$ cat config.mk
export PLATFORM = sky130hd
export DESIGN_NAME = eic_ctrl
export DESIGN_NICKNAME = d
export VERILOG_FILES = /design/src/rtl/eic_pkg.sv /design/src/rtl/eic_ctrl.sv
export SDC_FILE = /design/constraint.sdc
export NUM_CORES = 1
export LEC_CHECK = 0
export BUFFER_PORTS_ARGS = -buffer_cell sky130_fd_sc_hd__buf_4
export CAP_MARGIN = 20
export CORE_AREA = 2 2 97 71
export DETAILED_ROUTE_END_ITERATION = 7
export DIE_AREA = 0 0 99 73
export GPL_TIMING_DRIVEN = 0
export PLACE_DENSITY = 0.76
export SLEW_MARGIN = 10
export SYNTH_ARGS = -nofsm -noshare
export SYNTH_HDL_FRONTEND = slang
export SYNTH_SLANG_ARGS = --single-unit
export TNS_END_PERCENT = 10
$ cat constraint.sdc
create_clock -name core_clk -period 1.85 [get_ports core_clk]
set_input_delay 0.0925 -clock core_clk [delete_from_list [all_inputs] [get_ports core_clk]]
set_output_delay 0.0925 -clock core_clk [all_outputs]
set_load 0.02 [all_outputs]
$ cat src/rtl/eic_pkg.sv
// Purpose: constants for the extended interrupt controller
// Assumes: 8-bit registers on a 32-bit classic bus, index times four
// Notes:   printed offsets are register indices
package eic_pkg;
    // ************************************************************
    // register indices and byte addresses
    // ************************************************************
    localparam logic [7:0]  IDX_EXT_FLAG     = 8'h91;
    localparam logic [7:0]  IDX_PRIORITY_A   = 8'hb8;
    localparam logic [7:0]  IDX_EXT_CONTROL  = 8'hd8;
    localparam logic [7:0]  IDX_EXT_ENABLE   = 8'he8;
    localparam logic [7:0]  IDX_EXT_PRIORITY = 8'hf8;
    localparam logic [7:0]  IDX_BASIC_ENABLE = 8'ha8;
    localparam logic [7:0]  IDX_STATUS       = 8'h40;
    localparam logic [9:0]  ADR_EXT_FLAG     = {IDX_EXT_FLAG, 2'b00};
    localparam logic [9:0]  ADR_PRIORITY_A   = {IDX_PRIORITY_A, 2'b00};
    localparam logic [9:0]  ADR_EXT_CONTROL  = {IDX_EXT_CONTROL, 2'b00};
    localparam logic [9:0]  ADR_EXT_ENABLE   = {IDX_EXT_ENABLE, 2'b00};
    localparam logic [9:0]  ADR_EXT_PRIORITY = {IDX_EXT_PRIORITY, 2'b00};
    localparam logic [9:0]  ADR_BASIC_ENABLE = {IDX_BASIC_ENABLE, 2'b00};
    localparam logic [9:0]  ADR_STATUS       = {IDX_STATUS, 2'b00};

    // ************************************************************
    // field positions
    // ************************************************************
    localparam int BIT_GLOBAL_GATE  = 7;
    localparam int BIT_RATE_DOUBLE  = 7;
    localparam int BIT_FLASHDBG_EN  = 5;
    localparam int BIT_FLASHDBG_FLG = 4;
    localparam int BIT_CLOCK_FLG    = 3;
    localparam int BIT_TMR3_FLG     = 7;
    localparam int BIT_CONV_FLG     = 6;
    localparam int BIT_TMR2_FLG     = 5;
    localparam int BIT_RADIO_FLG    = 4;
    localparam int BIT_EN_CLOCK     = 4;
    localparam int BIT_EN_TMR3      = 3;
    localparam int BIT_EN_CONV      = 2;
    localparam int BIT_EN_TMR2      = 1;
    localparam int BIT_EN_RADIO     = 0;

    // ************************************************************
    // reserved masks and reset values
    // ************************************************************
    localparam logic [7:0] ENABLE_ONES   = 8'he0;
    localparam logic [7:0] CONTROL_ONES  = 8'h40;
    localparam logic [7:0] CONTROL_RW    = 8'hb8;
    localparam logic [7:0] FLAG_ONES     = 8'h08;
    localparam logic [7:0] FLAG_RW       = 8'hf0;
    localparam logic [7:0] PRIO_A_ONES   = 8'h80;
    localparam logic [7:0] EXT_PRIO_ONES = 8'he0;
    localparam logic [7:0] REG_RESET     = 8'h00;
    localparam int         NUM_SRC       = 12;
    localparam logic [3:0] NO_SOURCE     = 4'hf;

    // ************************************************************
    // priority levels, one-hot encoded
    // ************************************************************
    typedef enum logic [3:0] {
        EIC_LVL_NONE    = 4'b0001,
        EIC_LVL_LOW     = 4'b0010,
        EIC_LVL_HIGH    = 4'b0100,
        EIC_LVL_HIGHEST = 4'b1000
    } eic_level_type;
endpackage

$ cat src/rtl/eic_ctrl.sv
// Purpose: extended interrupt enables, flags and two-stage arbitration
// Assumes: classic wishbone slave, one ack cycle after request
// Notes:   core sequencer gives instruction boundary and service strobes
//
// Operation
// RQ1 - per-source extended enables also need global gate
// RQ2 - converter or cipher share one gated request
// RQ3 - control bit 7 doubles uart1 rate
// RQ4 - control bit 5 enables flash/debug alone
// RQ5 - flash write done or trap sets bit4
// RQ6 - software ones set flags; software clears
// RQ7 - clock source request sets control bit 3
// RQ8 - timer3 sets flag bit7, timer2 bit5
// RQ9 - radio request sets flag bit 4
// RQ10 - conv/cipher flag set only when locally enabled
// RQ11 - reserved bits read fixed constants
// RQ12 - priority bit 5 is plain read/write storage
// RQ13 - level compared first, then natural order
// RQ14 - only flash/debug reaches highest level
// RQ15 - equal level: smallest natural number wins
// RQ16 - preempt only by strictly higher level
// RQ17 - basic priority bits map basic sources
// RQ18 - extended priority bits map extended sources
// RQ19 - cleared global gate masks all but flash/debug
// RQ20 - natural numbers 0 to 11 fixed order
// RQ21 - hold off one instruction after sensitive ops
// RQ22 - hardware set wins over software clear
//
// Local design decision: the Wishbone register port.
`timescale 1ns/1ps
module eic_ctrl (
    // clock and reset
    input  wire logic        core_clk,
    input  wire logic        sys_rst,
    // wishbone slave
    input  wire logic        wb_cyc_i,
    input  wire logic        wb_stb_i,
    input  wire logic        wb_we_i,
    input  wire logic [9:0]  wb_adr_i,
    input  wire logic [3:0]  wb_sel_i,
    input  wire logic [31:0] wb_dat_i,
    output logic      [31:0] wb_dat_o,
    output logic             wb_ack_o,
    output logic             wb_err_o,
    // peripheral requests, one-cycle pulses
    input  wire logic        flash_write_done,
    input  wire logic        trap_exec,
    input  wire logic        clock_src_req,
    input  wire logic        tmr3_req,
    input  wire logic        tmr2_req,
    input  wire logic        radio_req,
    input  wire logic        converter_done_flag,
    input  wire logic        cipher_done_flag,
    input  wire logic        converter_local_en,
    input  wire logic        cipher_local_en,
    // basic sources, pending levels in natural order 1..6
    input  wire logic [5:0]  basic_pending,
    // core sequencer
    input  wire logic        instr_boundary,
    input  wire logic        sensitive_instr,
    input  wire logic        return_from_isr_op,
    input  wire logic        vector_taken,
    // outputs
    output logic             irq_take,
    output logic      [3:0]  irq_source,
    output logic             uart1_rate_double,
    output logic             in_service
);
    // ************************************************************
    // registers
    // ************************************************************
    logic [7:0] ext_flag_reg;
    logic [7:0] priority_reg_a;
    logic [7:0] ext_control_reg;
    logic [7:0] ext_enable_reg;
    logic [7:0] ext_priority_reg;
    logic [7:0] basic_enable_reg;
    logic       wr_stb;
    logic       wr_lane;
    logic       rd_hit;
    logic [7:0] rd_byte;

    assign wr_stb  = wb_cyc_i && wb_stb_i && wb_we_i && !wb_ack_o && !wb_err_o;
    assign wr_lane = wr_stb && wb_sel_i[0];

    always_ff @(posedge core_clk) begin
        if (sys_rst) begin
            priority_reg_a   <= eic_pkg::REG_RESET;
            ext_enable_reg   <= eic_pkg::REG_RESET;
            ext_priority_reg <= eic_pkg::REG_RESET;
            basic_enable_reg <= eic_pkg::REG_RESET;
        end else if (wr_lane) begin
            case (wb_adr_i)
                eic_pkg::ADR_PRIORITY_A:   priority_reg_a   <= wb_dat_i[7:0]; // RQ12 RQ17
                eic_pkg::ADR_EXT_ENABLE:   ext_enable_reg   <= wb_dat_i[7:0];
                eic_pkg::ADR_EXT_PRIORITY: ext_priority_reg <= wb_dat_i[7:0]; // RQ18
                eic_pkg::ADR_BASIC_ENABLE: basic_enable_reg <= wb_dat_i[7:0];
                default: ;
            endcase
        end
    end

    // ************************************************************
    // flags: hardware set wins over software write
    // ************************************************************
    logic       conv_set;
    logic [7:0] flag_hw_set;
    logic [7:0] ctl_hw_set;

    assign conv_set = (converter_done_flag && converter_local_en)
                    || (cipher_done_flag && cipher_local_en);            // RQ2 RQ10

    always_comb begin
        flag_hw_set = 8'h00;
        ctl_hw_set  = 8'h00;
        flag_hw_set[eic_pkg::BIT_TMR3_FLG]  = tmr3_req;                  // RQ8
        flag_hw_set[eic_pkg::BIT_TMR2_FLG]  = tmr2_req;                  // RQ8
        flag_hw_set[eic_pkg::BIT_RADIO_FLG] = radio_req;                 // RQ9
        flag_hw_set[eic_pkg::BIT_CONV_FLG]  = conv_set;                  // RQ10
        ctl_hw_set[eic_pkg::BIT_FLASHDBG_FLG] = flash_write_done || trap_exec; // RQ5
        ctl_hw_set[eic_pkg::BIT_CLOCK_FLG]    = clock_src_req;           // RQ7
    end

    always_ff @(posedge core_clk) begin
        if (sys_rst) begin
            ext_flag_reg <= eic_pkg::REG_RESET;
        end else if (wr_lane && wb_adr_i == eic_pkg::ADR_EXT_FLAG) begin
            ext_flag_reg <= (wb_dat_i[7:0] & eic_pkg::FLAG_RW) | flag_hw_set; // RQ6 RQ22
        end else begin
            ext_flag_reg <= ext_flag_reg | flag_hw_set;
        end
    end

    always_ff @(posedge core_clk) begin
        if (sys_rst) begin
            ext_control_reg <= eic_pkg::REG_RESET;
        end else if (wr_lane && wb_adr_i == eic_pkg::ADR_EXT_CONTROL) begin
            ext_control_reg <= (wb_dat_i[7:0] & eic_pkg::CONTROL_RW) | ctl_hw_set; // RQ6 RQ22
        end else begin
            ext_control_reg <= ext_control_reg | ctl_hw_set;
        end
    end

    assign uart1_rate_double = ext_control_reg[eic_pkg::BIT_RATE_DOUBLE]; // RQ3

    // ************************************************************
    // pending requests in natural order 0..11
    // ************************************************************
    logic                          global_gate;
    logic [eic_pkg::NUM_SRC-1:0]   pend;
    logic [eic_pkg::NUM_SRC-1:0]   high_lvl;
    logic [4:0]                    ext_en;
    logic [4:0]                    ext_req;

    assign global_gate = basic_enable_reg[eic_pkg::BIT_GLOBAL_GATE];
    assign ext_en      = ext_enable_reg[4:0] & {5{global_gate}};         // RQ1 RQ19
    assign ext_req     = {ext_control_reg[eic_pkg::BIT_CLOCK_FLG],
                          ext_flag_reg[eic_pkg::BIT_TMR3_FLG],
                          ext_flag_reg[eic_pkg::BIT_CONV_FLG],
                          ext_flag_reg[eic_pkg::BIT_TMR2_FLG],
                          ext_flag_reg[eic_pkg::BIT_RADIO_FLG]};

    always_comb begin
        pend[0]     = ext_control_reg[eic_pkg::BIT_FLASHDBG_FLG]
                    && ext_control_reg[eic_pkg::BIT_FLASHDBG_EN];        // RQ4 RQ19
        pend[6:1]   = basic_pending & {basic_enable_reg[6], basic_enable_reg[4:0]}
                    & {6{global_gate}};                                  // RQ17 RQ19
        pend[11:7]  = ext_req & ext_en;                                  // RQ1 RQ20
        high_lvl[0] = 1'b0;
        high_lvl[6:1] = {priority_reg_a[6], priority_reg_a[4:0]};        // RQ17
        high_lvl[11:7] = ext_priority_reg[4:0];                          // RQ18
    end

    // ************************************************************
    // two-stage arbitration
    // ************************************************************
    logic [3:0]             best_src;
    eic_pkg::eic_level_type best_lvl;

    always_comb begin
        best_src = eic_pkg::NO_SOURCE;
        best_lvl = eic_pkg::EIC_LVL_NONE;
        if (pend[0]) begin
            best_src = 4'h0;                                             // RQ14
            best_lvl = eic_pkg::EIC_LVL_HIGHEST;
        end else begin
            for (int i = eic_pkg::NUM_SRC - 1; i >= 1; i--) begin
                if (pend[i] && high_lvl[i]) begin                        // RQ13 RQ15
                    best_src = 4'(i);
                    best_lvl = eic_pkg::EIC_LVL_HIGH;
                end
            end
            if (best_lvl == eic_pkg::EIC_LVL_NONE) begin
                for (int i = eic_pkg::NUM_SRC - 1; i >= 1; i--) begin
                    if (pend[i]) begin                                   // RQ15
                        best_src = 4'(i);
                        best_lvl = eic_pkg::EIC_LVL_LOW;
                    end
                end
            end
        end
    end

    // ************************************************************
    // service levels: one active flag per level
    // ************************************************************
    logic [2:0] active_lvl;  // bit0 low, bit1 high, bit2 highest
    logic       hold_off;
    logic       beats;

    always_comb begin
        case (best_lvl)
            eic_pkg::EIC_LVL_HIGHEST: beats = (active_lvl[2] == 1'b0);   // RQ16
            eic_pkg::EIC_LVL_HIGH:    beats = (active_lvl[2:1] == 2'b00);
            eic_pkg::EIC_LVL_LOW:     beats = (active_lvl == 3'b000);
            default:                  beats = 1'b0;
        endcase
    end

    // after sensitive ops the next boundary is skipped
    always_ff @(posedge core_clk) begin
        if (sys_rst) begin
            hold_off <= 1'b0;
        end else if (instr_boundary) begin
            hold_off <= sensitive_instr || return_from_isr_op;           // RQ21
        end
    end

    assign irq_take   = instr_boundary && !hold_off && !sensitive_instr
                      && !return_from_isr_op && beats;                   // RQ21
    assign in_service = |active_lvl;

    always_ff @(posedge core_clk) begin
        if (sys_rst) begin
            irq_source <= eic_pkg::NO_SOURCE;
        end else if (irq_take) begin
            irq_source <= best_src;
        end
    end

    // level kept from the take; a flag cleared before entry cannot lose it
    eic_pkg::eic_level_type taken_lvl;

    always_ff @(posedge core_clk) begin
        if (sys_rst) begin
            taken_lvl <= eic_pkg::EIC_LVL_NONE;
        end else if (irq_take) begin
            taken_lvl <= best_lvl;                                       // RQ16
        end
    end

    // return clears the highest active level; vector entry sets it
    always_ff @(posedge core_clk) begin
        if (sys_rst) begin
            active_lvl <= 3'b000;
        end else if (vector_taken) begin
            case (taken_lvl)
                eic_pkg::EIC_LVL_HIGHEST: active_lvl[2] <= 1'b1;
                eic_pkg::EIC_LVL_HIGH:    active_lvl[1] <= 1'b1;
                eic_pkg::EIC_LVL_LOW:     active_lvl[0] <= 1'b1;
                default: ;
            endcase
        end else if (return_from_isr_op && instr_boundary) begin
            if (active_lvl[2]) begin
                active_lvl[2] <= 1'b0;
            end else if (active_lvl[1]) begin
                active_lvl[1] <= 1'b0;
            end else begin
                active_lvl[0] <= 1'b0;
            end
        end
    end

    // ************************************************************
    // bus read and ack
    // ************************************************************
    always_comb begin
        rd_hit  = 1'b1;
        rd_byte = 8'h00;
        case (wb_adr_i)
            eic_pkg::ADR_EXT_FLAG:     rd_byte = (ext_flag_reg & eic_pkg::FLAG_RW)
                                               | eic_pkg::FLAG_ONES;     // RQ11
            eic_pkg::ADR_PRIORITY_A:   rd_byte = priority_reg_a | eic_pkg::PRIO_A_ONES;
            eic_pkg::ADR_EXT_CONTROL:  rd_byte = (ext_control_reg & eic_pkg::CONTROL_RW)
                                               | eic_pkg::CONTROL_ONES;  // RQ11
            eic_pkg::ADR_EXT_ENABLE:   rd_byte = ext_enable_reg | eic_pkg::ENABLE_ONES;
            eic_pkg::ADR_EXT_PRIORITY: rd_byte = ext_priority_reg | eic_pkg::EXT_PRIO_ONES;
            eic_pkg::ADR_BASIC_ENABLE: rd_byte = basic_enable_reg;
            eic_pkg::ADR_STATUS:       rd_byte = {in_service, 3'b000, best_src};
            default:                   rd_hit  = 1'b0;
        endcase
    end

    // single registered answer one cycle after request; unmapped addresses get err
    always_ff @(posedge core_clk) begin
        if (sys_rst) begin
            wb_ack_o <= 1'b0;
            wb_err_o <= 1'b0;
        end else begin
            wb_ack_o <= wb_cyc_i && wb_stb_i && !wb_ack_o && !wb_err_o && rd_hit;
            wb_err_o <= wb_cyc_i && wb_stb_i && !wb_ack_o && !wb_err_o && !rd_hit;
        end
    end

    // read byte refreshed every cycle, steady while ack stands
    always_ff @(posedge core_clk) begin
        if (sys_rst) begin
            wb_dat_o <= 32'h0000_0000;
        end else begin
            wb_dat_o <= {24'h00_0000, rd_byte};
        end
    end
endmodule

==> run_results.csv, run 1 <==
group,metric,value,unit
final_layout,fill_cells,567,
final_layout,final_cell_mix,"buf_4, dfxtp_1, nor2_1",
timing,rsz0062_at_grt,"true",
floorplanning,fp.dieH,73,um
placement,finalWeightedCongestion,0.9243,
timing,finalCritPeriodShare,103.3,%
power_and_ir_drop,max-vdd-ir-drop,503.1,uV
logic_synthesis,seq_area_frac_synth,35.99,%
power_and_ir_drop,p_per_area,580.6,nW/um2
routing,avgRoutedWirePerCell,16.83,um
cts,clkLatencyLatePin,0.31,ns
timing,setup_violations,2,
logic_synthesis,synthTopCellsByArea,"dfxtp_1, mux2i_1, buf_4, nor2_1, a21oi_1",
global_routing,grt_usage,24.43,%
floorplanning,fp-row-count,25,
worst_setup_path,critPathMostFrequentCell,"buf_6",
final_layout,n_antenna_cell,0,
timing,tightest_slew,0.6558,ns
cts,cts_sinks,55,
logic_synthesis,synth.avg_cell_area,9.132,um2
global_routing,antenna_found_initial,0,
final_layout,layout.cells.most_common,"buf_4",
logic_synthesis,synth_top_cell_by_area,"dfxtp_1",
final_layout,final_nets,505,
global_routing,overflow,0,
global_routing,grt_pass1_wl,13910,um
logic_synthesis,ys.flop_type,"dfxtp_1",
logic_synthesis,synthArstFlopShare,0,%
power_and_ir_drop,leakage,0.001777,uW
worst_setup_path,required,1.76,ns
timing,slew-limit-headroom,56.28,%
timing,fin_crit,1.912,ns
timing,max_freq,523.1,MHz
routing,via_per_inst,5.694,
cts,cts_max_path_buffers,2,
cts,cts_buffers,5,
placement,dp.cells,498,
cts,htree_num_levels,2,
routing,vias,2938,
status,violations,"setup timing",
worst_setup_path,cp.arrival,1.82,ns
timing,report.final.slew_viol_count,0,
worst_setup_path,worstPathCellList,"buf_6 -> nand4_1 -> and4_4 -> nand4_4 -> o21ai_4 -> buf_6 -> inv_2 -> buf_6",
placement,dp_slack,-0.1103,ns
floorplanning,die_w,99,um
worst_setup_path,critPathKind,"reg -> out",
timing,skew,0.01268,ns
routing,drtIter0Drc,275,
status,outcome,"finished with violations",
final_layout,fin_util,61.83,%
routing,antenna_left,0,
final_layout,fin_cells,516,
final_layout,drive_gt1_share,34.25,%
cts,clk_pin_slew,0.11,ns
routing,dr.pass1.iters,6,
logic_synthesis,synth_seq_cells,55,
global_routing,first_global_vias,2660,
cts,cts-root-buf,"clkbuf_8",
floorplanning,dieArea,7227,um2
final_layout,area.sequential,1112,um2
global_routing,grt_max_degree,19,
timing,hold_slack,0.003877,ns
job,cap_violations,0,
routing,route.detailed.drc,0,
worst_setup_path,cp_max_fo,9,
routing,totalWireLength,8683,um
placement,hpwl,6716,um
floorplanning,coreArea,6412,um2
power_and_ir_drop,p_total,2302,uW
logic_synthesis,synth_top_area_share,35.99,%
timing,hold_violations,0,
logic_synthesis,synth_enable_flop_cells,0,
worst_setup_path,slowest_delay,0.39,ns
logic_synthesis,syn_area,3059,um2
final_layout,multi_input_area,1802,um2
logic_synthesis,netlist_instances,335,
logic_synthesis,synth_cell_types,62,
final_layout,area_growth,29.61,%
floorplanning,io_pins,112,
floorplanning,initial_utilization,47.71,%
worst_setup_path,startpoint_type,"flop",
hold_path,hold_path_class,"in -> reg",
timing,fin_ws,-0.06184,ns
cts,cts_tree,"done",
worst_setup_path,end_kind,"primary output",
worst_setup_path,cp_slowest_cell,"dfxtp_4",
placement,numPortBuffers,59,
logic_synthesis,ys_warn_count,0,
==> report_power, final <==
group / leakage, uW / internal, uW / switching (uW)
sequential: 0.000448 / 1190 / 19.2
clock: 0.0000548 / 408 / 411
combinational: 0.00127 / 125 / 146
==> layer usage <==
metal | GRT usage (%) | vias to the layer above | share of wire (%)
met4 | 6.088 | 0 | 1.6
met3 | 4.789 | 20 | 12
li1 | - | 1384 | -
met1 | 35.21 | 1333 | 43
met2 | 37.84 | 201 | 44
met5 | 0 | - | 0
==> cell type report <==
class | instances | area share (%)
Timing Repair Buffer | 70 | 13.41
Clock inverter | 3 | 1.168
Buffer | 38 | 6.879
Tap cell | 81 | 2.556
Sequential cell | 55 | 28.05
Inverter | 8 | 0.7573
Multi-Input combinational cell | 256 | 45.44
Clock buffer | 5 | 1.736
==> path summary, 6_finish.rpt <==
check | from | cells past startpoint | slack, ns | end
worst min-delay path | clock_src_req | 3 | 0.004 | ext_control_reg[3]
worst min register to register | taken_lvl[0] | 2 | 0.46 | taken_lvl[0]
worst max register to register | basic_enable_reg[4] | 7 | -0.05 | taken_lvl[2]
worst max-delay path | basic_enable_reg[7] | 8 | -0.06 | irq_take
==> cells in the mapped netlist, types with 2 or more instances <==
cell type / number
buf_6: 3
or3_1: 2
a222oi_1: 2
nand2b_1: 3
a21oi_1: 24
buf_4: 28
nand2_1: 30
a22oi_1: 5
and4_1: 5
nor2_1: 35
a2bb2oi_1: 3
mux4_2: 5
nor2b_1: 3
mux2_2: 2
inv_1: 7
buf_2: 2
nand4_1: 13
o211ai_1: 9
mux2i_1: 28
nand4_4: 2
a31oi_1: 4
nor4_1: 2
nor4b_1: 2
nor3_4: 2
a22o_1: 3
clkbuf_1: 6
dfxtp_1: 55
o21ai_0: 8
nand3_1: 8
and4_4: 2
==> stage by stage <==
| stage | area (um2) | setup TNS [ns] |
|---|---|---|
| 2_1_floorplan | 3146 | 0 |
| 3_3_place_gp | 3690 | -0.1856 |
| 3_5_place_dp | 3690 | -1.440 |
| 4_1_cts | 3916 | -0.06108 |
| 5_1_grt | 3965 | -0.9494 |
| 6_report | 3965 | -0.1072 |
==> what timing repair did <==
item	in CTS	in global routing
endpoints found under the setup margin	26	16
buffers inserted	9	1
hold buffers	1	0
gates resized for setup	14	7
pin swaps	7	3
hold endpoints to repair	1	0
==> cells by family after synthesis <==
kind of cell / share of synthesized area (%)
DFF: 35.99
muxes: 13.58
buffers and inverters: 10.02
AOI/OAI and AO/OA: 15.71
and+or+nand+nor: 24.58
other: 0.1226
==> critical path: cells and delay by family, from the launching register on <==
kind	cells	cell delay, ns
AOI/OAI and AO/OA	1	0.19
buffers and inverters	4	0.41
DFF	1	0.39
and+or+nand+nor	3	0.52
Power figures use the tool's default switching activity.
==> inputs of run 2 (changes only) <==
--- a/config.mk
+++ b/config.mk
@@ -10,7 +10,7 @@
 export CORE_AREA = 2 2 97 71
 export DETAILED_ROUTE_END_ITERATION = 7
 export DIE_AREA = 0 0 99 73
-export GPL_TIMING_DRIVEN = 0
+export GPL_TIMING_DRIVEN = 1
 export PLACE_DENSITY = 0.76
 export SLEW_MARGIN = 10
 export SYNTH_ARGS = -nofsm -noshare
==> run 2 against run 1 <==
  * The flow still finishes with violations (setup timing)
  * Critical endpoint unchanged
  * Clock skew is 0.0015 ns lower
  * Combinational power is 13% lower
  * Count of clock-buffer cells in the layout stayed put
  * Sequential share of layout area is 0.48 points higher
==> run_results.csv, run 2 (synthesized netlist as in run 1, its figures left out) <==
group,metric,value,unit
status,outcome,"finished with violations",
status,violations,"setup timing",
cts,cts_tree,"done",
timing,hold_violations,0,
routing,totalWireLength,8142,um
floorplanning,coreArea,6412,um2
final_layout,final_cell_mix,"buf_4, dfxtp_1, nor2_1",
hold_path,min_from,"clock_src_req",
final_layout,n_antenna_cell,0,
timing,setup_violations,1,
global_routing,grt_usage,23.35,%
floorplanning,fp-row-count,25,
floorplanning,die_w,99,um
timing,skew,0.01114,ns
power_and_ir_drop,leakage,0.001726,uW
placement,numPortBuffers,60,
global_routing,antenna_found_initial,0,
worst_setup_path,crit_start,"basic_enable_reg[7]",
floorplanning,fp.dieH,73,um
routing,wl_met3,672,um
timing,fin_crit,1.896,ns
final_layout,area_growth,26.99,%
hold_path,hold_path_class,"in -> reg",
worst_setup_path,rr_startpoint,"ext_enable_reg[0]",
worst_setup_path,path_buf_inv,4,
timing,report.final.slew_viol_count,0,
worst_setup_path,slowest_delay,0.38,ns
cts,clk_pin_slew,0.10,ns
placement,hpwl,6345,um
timing,max_freq,527.5,MHz
routing,top_layer,"met4",
routing,route.detailed.drc,0,
worst_setup_path,cp_slowest_cell,"dfxtp_4",
final_layout,final_nets,496,
job,cap_violations,0,
placement,dp_slack,0.09097,ns
worst_setup_path,cp_top_family,"simple AND/OR/NAND/NOR gates",
timing,rsz0062_at_grt,"true",
routing,dr.pass1.iters,5,
global_routing,overflow,0,
worst_setup_path,end_kind,"primary output",
worst_setup_path,cp.arrival,1.80,ns
routing,via_per_inst,5.535,
timing,fin_ws,-0.04556,ns
placement,finalWeightedCongestion,0.9387,
final_layout,design_area,3885,um2
cts,htree_num_levels,2,
cts,clkLatencyLatePin,0.31,ns
cts,cts_sinks,55,
global_routing,first_global_vias,2691,
routing,antenna_left,0,
worst_setup_path,worstPathCellList,"buf_12 -> nand4_1 -> and4_1 -> nand4_4 -> o21ai_4 -> buf_6 -> inv_2 -> buf_6",
worst_setup_path,critPathKind,"reg -> out",
routing,avgRoutedWirePerCell,16.06,um
power_and_ir_drop,p_per_area,547.5,nW/um2
floorplanning,io_pins,112,
worst_setup_path,cp_max_fo,8,
floorplanning,dieArea,7227,um2
global_routing,grt_pass1_wl,13390,um
power_and_ir_drop,p_total,2127,uW
final_layout,layout.cells.most_common,"buf_4",
final_layout,drive_gt1_share,34.27,%
worst_setup_path,startpoint_type,"flop",
routing,drtIter0Drc,198,
floorplanning,initial_utilization,47.71,%
cts,cts-root-buf,"clkbuf_8",
timing,finalCritPeriodShare,102.5,%
worst_setup_path,required,1.76,ns
placement,placed_cell_area,3664,um2
cts,cts_buffers,5,
power_and_ir_drop,max-vdd-ir-drop,298.8,uV
routing,wirelength_met1,3900,um
worst_setup_path,critPathMostFrequentCell,"buf_6",
routing,vias,2806,
cts,cts_max_path_buffers,2,
global_routing,grt_max_degree,27,
routing,routed-wl-met2,3533,um
==> run 2: changes by cell type in the layout (fill, tap and decap cells not counted), sizes merged <==
cell	delta
buf	-3
bufinv	-1
clkbuf	-6
clkinvlp	+1
==> run 2: tightest hold or removal path, delay by kind of cell <==
| kind | cells | cell delay (ns) |
|---|---|---|
| buffers and inverters | 2 | 0.15 |
| AO/OA/AOI/OAI | 1 | 0.05 |
==> run 2: path summary, 6_finish.rpt <==
path | slack (ns) | to | cells after the start
max | -0.05 | irq_take | 8
min | 0.01 | ext_control_reg[3] | 3
max reg2reg | 0.03 | taken_lvl[2] | 7
min reg2reg | 0.47 | taken_lvl[0] | 2
==> run 2: report_power, final <==
part           switching, uW  internal, uW
clock                    413           272
sequential              13.7          1190
combinational            139          95.6
==> run 2: area by class of cell <==
class,count,area (um2)
fillers,585,2527
multi-input cells,256,1767
flip-flops and latches,55,1109
repair buffers,99,785.8
well taps,81,101.3
clock buffers,5,68.82
inverters,8,30.03
clock inverters,3,23.77
==> run 2: stage by stage <==
stage          cells  util, %  hold slack, ns   TNS, ns
3_3_place_gp     489    57.13          0.2980         0
2_1_floorplan    358        -          0.1881         0
6_report         507    60.59         0.01080  -0.04556
5_1_grt          507    60.59         0.01475   -0.7684
4_1_cts          505    59.96        0.004889  -0.03445
3_5_place_dp     489    57.13          0.3104         0
==> run 2: repair_timing <==
item / CTS / global route
hold buffers: 1 / 0
endpoints found under the hold margin: 1 / 0
setup buffers: 7 / 2
gates resized for setup: 10 / 7
endpoints found under the setup margin: 1 / 11
pin swaps: 5 / 4
==> run 2: layer usage <==
| metal | global-route usage (%) | vias to the layer above |
|---|---|---|
| met2 | 36.79 | 132 |
| met1 | 34.50 | 1312 |
| met5 | 0 | - |
| met3 | 4.119 | 4 |
| met4 | 3.196 | 0 |
| li1 | - | 1358 |
==> inputs of run 3 (changes only) <==
--- a/config.mk
+++ b/config.mk
@@ -7,11 +7,11 @@
 export LEC_CHECK = 0
 export BUFFER_PORTS_ARGS = -buffer_cell sky130_fd_sc_hd__buf_4
 export CAP_MARGIN = 20
-export CORE_AREA = 2 2 97 71
+export CORE_AREA = 2 2 102 74
 export DETAILED_ROUTE_END_ITERATION = 7
-export DIE_AREA = 0 0 99 73
+export DIE_AREA = 0 0 104 76
 export GPL_TIMING_DRIVEN = 1
-export PLACE_DENSITY = 0.76
+export PLACE_DENSITY = 0.73
 export SLEW_MARGIN = 10
 export SYNTH_ARGS = -nofsm -noshare
 export SYNTH_HDL_FRONTEND = slang
==> constraint.sdc (replaced) <==
create_clock -name core_clk -period 1.7 [get_ports core_clk]
set_input_delay 0.085 -clock core_clk [delete_from_list [all_inputs] [get_ports core_clk]]
set_output_delay 0.085 -clock core_clk [all_outputs]
set_load 0.02 [all_outputs]
==> run 3 against run 2 <==
  * The run still ends with setup timing left
  * Sequential share of layout area decreased by 2.1 points
  * Setup slack worse by 0.13 ns
  * Flip-flop and latch count is the same
  * Via count up 6.6%
  * Routed wire length grew 16%
  * Clock skew is essentially flat
  * Combinational power increased by 14%
  * Clock power increased by 50%
  * Critical path type unchanged
  * Critical endpoint unchanged
  * Largest power group unchanged
==> run_results.csv, run 3 (synthesized netlist as in run 1, its figures left out) <==
group,metric,value,unit
worst_setup_path,crit_start,"basic_enable_reg[7]",
placement,numPortBuffers,60,
worst_setup_path,cp.arrival,1.79,ns
cts,cts-root-buf,"clkbuf_8",
routing,totalWireLength,9464,um
final_layout,fin_cells,551,
final_layout,area_growth,37.83,%
floorplanning,fp.dieH,76,um
floorplanning,dieArea,7904,um2
floorplanning,initial_utilization,43.54,%
final_layout,layout.cells.most_common,"buf_4",
cts,htree_num_levels,2,
worst_setup_path,cp_max_fo,8,
routing,avgRoutedWirePerCell,17.18,um
worst_setup_path,worstPathCellList,"buf_6 -> nand4_1 -> and4_4 -> nand4_4 -> o21ai_2 -> buf_6 -> inv_2 -> buf_6",
cts,clk_pin_slew,0.10,ns
routing,antenna_left,0,
placement,dp.cells,527,
power_and_ir_drop,leakage,0.001910,uW
routing,drtIter0Drc,279,
worst_setup_path,critPathMostFrequentCell,"buf_6",
final_layout,final_nets,523,
timing,finalCritPeriodShare,110.4,%
placement,hpwl,7335,um
floorplanning,die_w,104,um
cts,clkLatencyLatePin,0.32,ns
timing,rsz0062_at_grt,"true",
timing,skew,0.01105,ns
cts,cts_buffers,5,
floorplanning,coreArea,7027,um2
worst_setup_path,startpoint_type,"flop",
routing,vias,2992,
timing,setup_violations,9,
hold_path,hold_path_class,"in -> reg",
global_routing,grt_pass1_wl,14920,um
global_routing,first_global_vias,2924,
global_routing,grt_usage,23.58,%
timing,fin_crit,1.877,ns
worst_setup_path,required,1.62,ns
power_and_ir_drop,max-vdd-ir-drop,548.4,uV
timing,hold_violations,0,
placement,finalWeightedCongestion,0.9794,
status,outcome,"finished with violations",
worst_setup_path,rr_startpoint,"basic_enable_reg[7]",
worst_setup_path,critPathKind,"reg -> out",
final_layout,drive_gt1_share,41.06,%
final_layout,final_cell_mix,"buf_4, dfxtp_1, nor2_1",
routing,via_per_inst,5.430,
worst_setup_path,slowest_delay,0.39,ns
timing,max_freq,532.7,MHz
routing,route.detailed.drc,0,
floorplanning,io_pins,112,
global_routing,grt_max_degree,25,
global_routing,overflow,0,
cts,cts_sinks,55,
floorplanning,fp-row-count,26,
timing,report.final.slew_viol_count,0,
cts,cts_max_path_buffers,2,
power_and_ir_drop,p_total,2616,uW
job,cap_violations,0,
routing,dr.pass1.iters,6,
power_and_ir_drop,p_per_area,620.4,nW/um2
worst_setup_path,cp_slowest_cell,"dfxtp_4",
status,violations,"setup timing",
timing,fin_ws,-0.1773,ns
hold_path,min_from,"clock_src_req",
cts,cts_tree,"done",
timing,setup_tns,-0.5621,ns
final_layout,n_antenna_cell,0,
timing,hold_slack,0.003543,ns
global_routing,antenna_found_initial,0,
worst_setup_path,end_kind,"primary output",
-- run 3: path summary, 6_finish.rpt --
path,end,slack [ns],cells past startpoint
hold / removal,ext_control_reg[3],0.004,3
setup / recovery,irq_take,-0.18,8
hold reg to reg,taken_lvl[0],0.45,2
setup reg to reg,irq_source[0],-0.10,9
-- run 3: worst max-delay path: cells and delay by family, from the launching register on --
| kind | cells | cell delay (ns) |
|---|---|---|
| DFF | 1 | 0.39 |
| AOI/OAI and AO/OA | 1 | 0.19 |
| buffers and inverters | 4 | 0.41 |
| and+or+nand+nor | 3 | 0.48 |
-- run 3: routing by layer --
| layer | up-vias | routed length (um) | global-route usage, % |
|---|---|---|---|
| met2 | 129 | 4175 | 36.58 |
| met3 | 16 | 722 | 5.389 |
| li1 | 1419 | - | - |
| met1 | 1428 | 4427 | 33.39 |
| met4 | 0 | 139 | 5.676 |
| met5 | - | 0 | 0 |
-- run 3: power by group --
part / switching, uW / internal (uW)
logic: 159 / 110
clock network: 445 / 587
registers: 15.6 / 1300
total: 619 / 2000
-- run 3: layout make-up --
cell class	instances	area [um2]
fillers	625	2810
clock inverters	3	67.56
flip-flops and latches	55	1114
inverters	8	30.03
well taps	98	122.6
multi-input cells	256	1832
repair buffers	126	982.2
clock buffers	5	68.82
-- run 3: metrics by stage --
stage	setup slack [ns]	area, um2	utilization (%)
3_3_place_gp	-0.1531	3832	54.54
5_1_grt	-0.2290	4217	60.01
2_1_floorplan	0.05180	3148	-
6_report	-0.1773	4217	60.01
4_1_cts	-0.1924	4095	58.28
3_5_place_dp	-0.2839	3832	54.54
-- run 3: timing repair --
| item | CTS | global route |
|---|---|---|
| gates resized for setup | 17 | 19 |
| hold endpoints to repair | 2 | 0 |
| gates cloned | 0 | 0 |
| endpoints found under the setup margin | 13 | 20 |
| pin swaps | 3 | 16 |
| hold buffers | 2 | 0 |
| setup buffers | 6 | 8 |
